`src/dfpc_defs.svh`:
```
/*
 * register offsets, field positions, reset values and timing counts
 * for the pull control register bank.
 * assumes: included by bare name from the bank's design files.
 */
`ifndef DFPC_DEFS_SVH
`define DFPC_DEFS_SVH

// ****************************************************************
// register offsets (byte-wide register address of the serial port)
// ****************************************************************
`define DFPC_ADDR_LOWER      8'h00
`define DFPC_ADDR_UPPER      8'h01
`define DFPC_ADDR_RANGE      8'h02

// ****************************************************************
// field positions
// ****************************************************************
`define DFPC_UPPER_MSB       9
`define DFPC_OE_BIT          10
`define DFPC_RANGE_MSB       3
`define DFPC_WORD_W          26
`define DFPC_DATA_W          16

// ****************************************************************
// reset values
// ****************************************************************
`define DFPC_LOWER_RST       16'h0000
`define DFPC_UPPER_RST       10'h000
`define DFPC_OE_RST          1'b0
`define DFPC_WORD_RST        26'h0000000

// ****************************************************************
// timing: latest start of the pull after the upper word lands
// ****************************************************************
`define DFPC_CLK_PERIOD_PS   8000
`define DFPC_FDELAY_US       140
// longest time, so rounded down to whole cycles
`define DFPC_FDELAY_CYC      ((`DFPC_FDELAY_US * 1000000) / `DFPC_CLK_PERIOD_PS)

`endif

```
`src/dfpc_pkg.sv`:
```
/*
 * types shared by the pull control register bank.
 * assumes: referenced with explicit package scope, never imported.
 */
`default_nettype none
package dfpc_pkg;

  // signed pull word as seen by the pull engine
  typedef logic signed [25:0] dfpc_word_t;

  // apply sequencer states
  typedef enum logic [0:0] {
    DFPC_IDLE = 1'b0,  // nothing pending
    DFPC_WAIT = 1'b1   // captured word waiting for its start slot
  } dfpc_state_e;

endpackage : dfpc_pkg

`default_nettype wire

```
`src/dfpc_regs.sv`:
```
/*
 * pull control register bank: lower/upper pull word, software output
 * enable and pull-range select, plus the sequencer that hands a whole
 * pull word to the pull engine after an upper-word write.
 * assumes: a serial slave front end delivers decoded 16-bit register
 * writes and reads as one-cycle strobes on CLK.
 */
`timescale 1ns/10ps
`default_nettype none
`include "dfpc_defs.svh"

// Summary of operation
// - upper register bits 15:11 read zero, ignore writes
// - bit 10 software driver enable, default off
// - hardware enable mode makes bit 10 writes inert
// - upper ten bits plus lower sixteen form word
// - pull word resets to zero, nominal frequency
// - pull word is signed two's complement
// - only upper-word writes start a new pull
// - range register bits 15:4 read zero
// - range codes 0-7: 6.25 to 125 ppm
// - range codes 8-15: 150 to 3200 ppm
// - range resets to factory default, then writable
// - pull starts within 140 us of write

module dfpc_regs #(
  parameter int unsigned APPLY_CYC = `DFPC_FDELAY_CYC,  // upper write to pull start
  parameter int unsigned DLY_W     = 16                  // width of the delay counter
) (
  // clock and reset
  input  wire logic                CLK,
  input  wire logic                RST,
  // register port from the serial slave
  input  wire logic [7:0]          REG_ADDR,
  input  wire logic [15:0]         REG_WDATA,
  input  wire logic                REG_WR,
  input  wire logic                REG_RD,
  output var  logic [15:0]         REG_RDATA,
  // device configuration
  input  wire logic [3:0]          FACTORY_RANGE,
  input  wire logic                OE_HW_MODE,
  input  wire logic                OE_PIN,
  // to the output driver and pull engine
  output logic                     DRIVER_EN,
  output var  dfpc_pkg::dfpc_word_t PULL_WORD,
  output var  logic                PULL_START,
  output logic                     PULL_BUSY,
  output logic [3:0]               RANGE_CODE,
  output logic [18:0]              RANGE_SPAN
);

  // ****************************************************************
  // storage
  // ****************************************************************
  logic [15:0]          lower_pull_bits_reg;  // offset 0x00
  logic [9:0]           upper_pull_bits_reg;  // offset 0x01 [9:0]
  logic                 sw_oe_reg;            // offset 0x01 [10]
  logic [3:0]           range_reg;            // offset 0x02 [3:0]
  dfpc_pkg::dfpc_word_t pend_word_reg;        // captured whole word
  dfpc_pkg::dfpc_state_e state_reg;           // apply sequencer
  logic [DLY_W-1:0]     cnt_reg;              // cycles spent waiting

  // decoded write strobes
  logic wr_lower;
  logic wr_upper;
  logic wr_range;
  logic apply_now;

  assign wr_lower  = REG_WR && (REG_ADDR == `DFPC_ADDR_LOWER);
  assign wr_upper  = REG_WR && (REG_ADDR == `DFPC_ADDR_UPPER);
  assign wr_range  = REG_WR && (REG_ADDR == `DFPC_ADDR_RANGE);
  // last waiting cycle; the write cycle itself counts as the first
  assign apply_now = (state_reg == dfpc_pkg::DFPC_WAIT) &&
                     (cnt_reg == DLY_W'(APPLY_CYC - 2));

  // ****************************************************************
  // lower pull bits: stored only, no frequency effect on their own
  // ****************************************************************
  always_ff @(posedge CLK) begin
    if (RST) begin
      lower_pull_bits_reg <= `DFPC_LOWER_RST;
    end else if (wr_lower) begin
      lower_pull_bits_reg <= REG_WDATA;
    end
  end

  // ****************************************************************
  // upper pull bits and software enable
  // ****************************************************************
  always_ff @(posedge CLK) begin
    if (RST) begin
      upper_pull_bits_reg <= `DFPC_UPPER_RST;
      sw_oe_reg           <= `DFPC_OE_RST;
    end else if (wr_upper) begin
      // bits 15:11 of the write are simply dropped
      upper_pull_bits_reg <= REG_WDATA[`DFPC_UPPER_MSB:0];
      if (!OE_HW_MODE) begin
        sw_oe_reg <= REG_WDATA[`DFPC_OE_BIT];
      end
      // under pin control the bit keeps its value
    end
  end

  // driver follows the pin or the bit, never both
  assign DRIVER_EN = OE_HW_MODE ? OE_PIN : sw_oe_reg;

  // ****************************************************************
  // pull range: factory default loaded while reset is held
  // ****************************************************************
  // reset is synchronous, so sampling the strap here is safe
  always_ff @(posedge CLK) begin
    if (RST) begin
      range_reg <= FACTORY_RANGE;
    end else if (wr_range) begin
      range_reg <= REG_WDATA[`DFPC_RANGE_MSB:0];
    end
  end

  assign RANGE_CODE = range_reg;

  // span lookup for the pull engine's scaling
  dfpc_range_lut u_lut (
    .clk      (CLK),
    .rst      (RST),
    .code     (range_reg),
    .span_reg (RANGE_SPAN)
  );

  // ****************************************************************
  // apply sequencer: capture whole word, start inside the window
  // ****************************************************************
  // a second upper write while waiting recaptures and restarts the
  // wait; the host keeps writes below the update rate anyway
  always_ff @(posedge CLK) begin
    if (RST) begin
      state_reg     <= dfpc_pkg::DFPC_IDLE;
      cnt_reg       <= '0;
      pend_word_reg <= `DFPC_WORD_RST;
    end else if (wr_upper) begin
      state_reg     <= dfpc_pkg::DFPC_WAIT;
      cnt_reg       <= '0;
      // one snapshot, so the engine never sees half old, half new
      pend_word_reg <= {REG_WDATA[`DFPC_UPPER_MSB:0], lower_pull_bits_reg};
    end else begin
      case (state_reg)
        dfpc_pkg::DFPC_IDLE: begin
          cnt_reg <= '0;
        end
        dfpc_pkg::DFPC_WAIT: begin
          if (apply_now) begin
            state_reg <= dfpc_pkg::DFPC_IDLE;
            cnt_reg   <= '0;
          end else begin
            cnt_reg <= cnt_reg + 1'b1;
          end
        end
        default: begin
          state_reg <= dfpc_pkg::DFPC_IDLE;
          cnt_reg   <= '0;
        end
      endcase
    end
  end

  assign PULL_BUSY = (state_reg == dfpc_pkg::DFPC_WAIT);

  // ****************************************************************
  // word handed to the pull engine
  // ****************************************************************
  always_ff @(posedge CLK) begin
    if (RST) begin
      PULL_WORD  <= `DFPC_WORD_RST;  // zero is the nominal frequency
      PULL_START <= 1'b0;
    end else begin
      PULL_START <= apply_now && !wr_upper;
      if (apply_now && !wr_upper) begin
        PULL_WORD <= pend_word_reg;  // signed offset
      end
    end
  end

  // ****************************************************************
  // read path: one cycle latency, unused bits and addresses read zero
  // ****************************************************************
  always_ff @(posedge CLK) begin
    if (RST) begin
      REG_RDATA <= 16'h0000;
    end else if (REG_RD) begin
      case (REG_ADDR)
        `DFPC_ADDR_LOWER: REG_RDATA <= lower_pull_bits_reg;
        `DFPC_ADDR_UPPER: REG_RDATA <= {5'h00, sw_oe_reg, upper_pull_bits_reg};
        `DFPC_ADDR_RANGE: REG_RDATA <= {12'h000, range_reg};
        default:          REG_RDATA <= 16'h0000;
      endcase
    end
  end
endmodule : dfpc_regs

`default_nettype wire

```
`src/dfpc_range_lut.sv`:
```
/*
 * decodes the 4-bit pull-range code into the half-range span in
 * hundredths of a ppm, registered.
 * assumes: one clock, synchronous active-high reset.
 */
`timescale 1ns/10ps
`default_nettype none

module dfpc_range_lut (
  // clock and reset
  input  wire logic        clk,
  input  wire logic        rst,
  // range code in, span out
  input  wire logic [3:0]  code,
  output var  logic [18:0] span_reg
);

  // ****************************************************************
  // table lookup, one cycle of latency
  // ****************************************************************
  always_ff @(posedge clk) begin
    if (rst) begin
      span_reg <= 19'h00000;
    end else begin
      case (code)
        4'h0:    span_reg <= 19'h00271;  // 6.25
        4'h1:    span_reg <= 19'h003E8;  // 10
        4'h2:    span_reg <= 19'h004E2;  // 12.5
        4'h3:    span_reg <= 19'h009C4;  // 25
        4'h4:    span_reg <= 19'h01388;  // 50
        4'h5:    span_reg <= 19'h01F40;  // 80
        4'h6:    span_reg <= 19'h02710;  // 100
        4'h7:    span_reg <= 19'h030D4;  // 125
        4'h8:    span_reg <= 19'h03A98;  // 150
        4'h9:    span_reg <= 19'h04E20;  // 200
        4'hA:    span_reg <= 19'h09C40;  // 400
        4'hB:    span_reg <= 19'h0EA60;  // 600
        4'hC:    span_reg <= 19'h13880;  // 800
        4'hD:    span_reg <= 19'h1D4C0;  // 1200
        4'hE:    span_reg <= 19'h27100;  // 1600
        default: span_reg <= 19'h4E200;  // 3200
      endcase
    end
  end

endmodule : dfpc_range_lut

`default_nettype wire

```
`config.mk`:
```
export PLATFORM = sky130hd
export DESIGN_NAME = dfpc_regs
export DESIGN_NICKNAME = d
export VERILOG_FILES = /design/src/dfpc_pkg.sv /design/src/dfpc_regs.sv /design/src/dfpc_range_lut.sv
export VERILOG_INCLUDE_DIRS = /design/src /design/src/src
export SDC_FILE = /design/constraint.sdc
export NUM_CORES = 1
export LEC_CHECK = 0
export ABC_CLOCK_PERIOD_IN_PS = 2800
export CORE_UTILIZATION = 52
export DETAILED_ROUTE_END_ITERATION = 10
export DONT_BUFFER_PORTS = 1
export GPL_TIMING_DRIVEN = 0
export HOLD_SLACK_MARGIN = 0.05
export PLACE_DENSITY = 0.77
export SLEW_MARGIN = 20
export SYNTH_ARGS = -nofsm -noshare
export SYNTH_HDL_FRONTEND = slang
export SYNTH_SLANG_ARGS = --single-unit
```
`constraint.sdc`:
```
create_clock -name CLK -period 2.8 [get_ports CLK]
set_clock_uncertainty 0.15 [all_clocks]
set_input_delay 0.7 -clock CLK [delete_from_list [all_inputs] [get_ports CLK]]
set_output_delay 0.7 -clock CLK [all_outputs]
set_load 0.02 [all_outputs]
```
==> metrics.md <==
| Metric | Value |
|---|---|
| Max incr delay on CP | `around 480 ps` |
| GRT overflow | `0` |
| Placeable Area | `around 9400 sq um` |
| Register bit count reported by yosys | `between 100 and 150` |
| Area growth from synthesis to layout | `14.0%` |
| Starting Density | `between 50 and 60%` |
| Total GRT Usage | `a little over a quarter` |
| Max FO, Critical Path | `10` |
| H-tree Lvls | `4` |
| Number of max-cap violations | `0` |
| Clk pwr share | `between 50% and 60%` |
| Reg power frac | `a little under half` |
| Crit-path cells | `clkbuf_1 -> and4_1 -> nand4_1 -> clkbuf_1 -> o21ai_0 -> a21oi_1` |
| Post-synth EDFFs | `4` |
| CP Capture Type | `flip-flop` |
| Worst-Skew Late Latency | `around 530 ps` |
| Worst-Margin Slew | `576 ps` |
| Setup TNS | `0 ps` |
| Slew Limit Fails | `0` |
| CTS buffer count | `17` |
| Multi-input logic area | `between 2000 and 2500 sq um` |
| Period utilization | `about 88%` |
| Worst-path clk slew | `approximately 60 ps` |
| Sink Count | `about 130` |
| CTS max path bufs | `2` |
| Slowest CP cell | `dfxtp_1` |
| Synth Area in XOR/XNOR | `under 10%` |
| Initial antenna violation count | `0` |
| Hold slack final | `around 160 ps` |
| First-pass GRT wire length | `~21,000 um` |
| Placed cells | `between 600 and 700` |
| Pre-antenna DRT Iters | `5` |
| Ys flop type | `dfxtp_1` |
| Final Power | `roughly 4.1 mW` |
| Nets@finish | `628` |
| Cell family with most CP delay | `buffers and inverters` |
| First DRT Iteration DRCs | `289` |
| Mux share of post-synthesis cell area | `roughly 7.4%` |
| GPL Wtd Cong | `about 0.87` |
| Syn Inst Count | `around 570` |
| Synthesized area per cell | `~9.1 sq um` |
| # fillers | `between 700 and 800` |
| Setup ws final | `around 340 ps` |
| Register area share after synthesis | `between 40% and 50%` |
| Die Wd | `101 um` |
| Layout cells sized above 1 | `about a tenth` |
| Switch Pwr | `just over 1 mW` |
| Largest net degree at the start of global routing | `17` |
| Headroom to the max-slew limit | `a little over 60%` |
| LEAKAGE | `~2.1 nW` |
| Cell Int Power | `approximately 3.1 mW` |
| Worst EP arrival | `2700 ps` |
| Minimum clock period | `between 2000 and 2500 ps` |
| Cts repair resizes | `0` |
| Crit path launch type | `flip-flop` |
| # hold bufs at CTS | `0` |
| Final hold vios | `0` |
| Syn nets | `roughly 600` |
| Port buffer count | `0` |
| Critical Path RT | `a little over 3000 ps` |
| Utilization after layout | `between 60% and 70%` |
| Comb power frac | `under 10%` |
| Syn Std Cell Area | `between 5000 and 6000 sq um` |
| DRC viols | `0` |
| Crit path kind | `flip-flop to flip-flop` |
| # diodes | `0` |
| Setup Viol. Count Final | `0` |
| Dpl cell area | `approximately 5300 sq um` |
| Cell area after layout | `5860 sq um` |
| Post-Route WL | `13,000 um` |
| Cell Pwr Density | `~700 nW/um^2` |
| RSZ-0062 raised after global routing | `false` |
| Main combinational cell family by area after synthesis | `simple AND/OR/NAND/NOR gates` |
| Root Driver | `clkbuf_8` |
| Synth warnings | `0` |
| Post-synthesis compound-gate area fraction | `~12%` |
| Hpwl dp | `9350 um` |
| Antenna violation net count after detailed routing | `0` |
| Fraction of registers with async set or reset after synthesis | `0%` |
| Seq. cell area | `about 2600 sq um` |
| FP Rows | `35` |
| CTS tree | `built` |
| Max FFs per register | `26` |
| Wire per inst | `~18 um` |
| Die ar. | `10,300 sq um` |
| Post-CTS Setup Bufs | `0` |
| VDD IR max | `0.000361 V` |
| Number of global-route vias before repair | `approximately 4,200` |
| Run status | `finished clean` |
| Post-Synth Simple-Gate Area | `a little over a fifth` |
| Non-Filler Instances | `roughly 730` |
| FMAX | `around 400 MHz` |
| Yosys cell types | `45` |
| Critical path's most frequent cell | `clkbuf_1` |
| Adder-Cell Fraction of Synth Area | `roughly 2.2%` |
| Vias | `~4,300` |
| Chip height | `101 um` |
| Min-delay worst type | `input pin to flip-flop` |
| WP buf/inv | `2` |
| I/O pin total | `just over 100` |
| Via-per-instance ratio | `5.85` |
| Sw Share | `between 20 and 25%` |
| DP Worst Slack | `247 ps` |
-- kinds of logic (layout without fill, tap and decap cells) --
family / after synthesis / in the layout
buffers and inverters: 47 / 79
muxes: 37 / 37
adders and majority gates: 9 / 9
xor gates and xnor gates: 14 / 14
and+or+nand+nor: 214 / 214
AOI/OAI and AO/OA: 119 / 119
DFF: 126 / 126
-- power by group through the flow --
stage | Combinational (mW) | Sequential [mW] | Clock, mW
global placement | 0.164 | 1.92 | 0
CTS | 0.171 | 1.88 | 2.08
detailed placement | 0.168 | 1.92 | 0
finish | 0.174 | 1.88 | 2.07
floorplan | 0.130 | 1.92 | 0
global route | 0.188 | 1.89 | 2.16
-- area by class of cell --
type,count,share of cell area [%]
clock buffers,18,7.30
clock inverters,14,2.26
plain buffers,42,3.80
multi-input cells,393,39.8
well taps,129,2.75
flip-flops and latches,126,43.7
inverters,5,0.320
-- layer usage --
layer,routed length (um),up-vias,global-route usage (%)
met4,412,0,13.0
li1,-,2028,-
met2,6170,185,43.5
met1,5370,2005,31.6
met5,0,-,0
met3,1100,36,8.42
-- worst reg2reg max path: cells and delay by family, from the launching register on --
family	cells	cell delay [ps]
buffers and inverters	2	770
and+or+nand+nor	2	610
DFF	1	480
AOI/OAI and AO/OA	2	310
-- synthesized netlist by cell type, types with 2 or more instances --
cell type | n | area, sq um
clkbuf_1 | 19 | 71.3
edfxtp_1 | 4 | 120
xor2_1 | 3 | 26.3
a21oi_1 | 64 | 320
o22ai_1 | 2 | 12.5
o21ai_0 | 37 | 185
dfxtp_1 | 122 | 2440
nand2_1 | 72 | 270
buf_6 | 7 | 78.8
buf_1 | 6 | 22.5
buf_2 | 8 | 40.0
nor2_1 | 47 | 176
clkbuf_2 | 2 | 10.0
mux2_2 | 7 | 78.8
and4_1 | 2 | 17.5
nand3b_1 | 3 | 22.5
nand3_1 | 7 | 35.0
a22o_1 | 4 | 35.0
nand2b_1 | 7 | 43.8
inv_1 | 5 | 18.8
a31o_2 | 2 | 17.5
nor3_1 | 8 | 40.0
a311oi_1 | 2 | 17.5
nor4_1 | 6 | 37.5
or3_1 | 2 | 12.5
xnor2_1 | 11 | 96.3
o21ai_1 | 4 | 20.0
and3_1 | 5 | 31.3
nand4_1 | 32 | 200
mux2i_1 | 30 | 300
ha_1 | 9 | 113
nor2b_1 | 12 | 75.1
nor3b_1 | 3 | 22.5
-- path summary, 6_finish.rpt --
kind         slack, ps        startpoint                     end  cells after the start
min                160      REG_WDATA[3]  upper_pull_bits_reg[3]                      2
min reg2reg        310  pend_word_reg[4]        pend_word_reg[4]                      2
max reg2reg        340         PULL_BUSY           PULL_WORD[15]                      6
max                340         PULL_BUSY           PULL_WORD[15]                      6
-- cell usage in the layout (no fill, tap or decap), drive strengths merged, types with 4 or more instances in the layout --
cell | netlist | final
dfxtp | 122 | 122
nand2 | 72 | 72
a21oi | 64 | 64
nor2 | 47 | 47
o21ai | 41 | 41
clkbuf | 21 | 39
nand4 | 32 | 32
mux2i | 30 | 30
buf | 21 | 21
nor2b | 12 | 12
xnor2 | 11 | 11
inv | 5 | 10
ha | 9 | 9
nor3 | 9 | 9
nand3 | 8 | 8
mux2 | 7 | 7
nand2b | 7 | 7
nor4 | 6 | 6
and3 | 5 | 5
clkinv | 0 | 5
edfxtp | 4 | 4
a22o | 4 | 4
No activity file was read; power rests on OpenSTA's default activity.
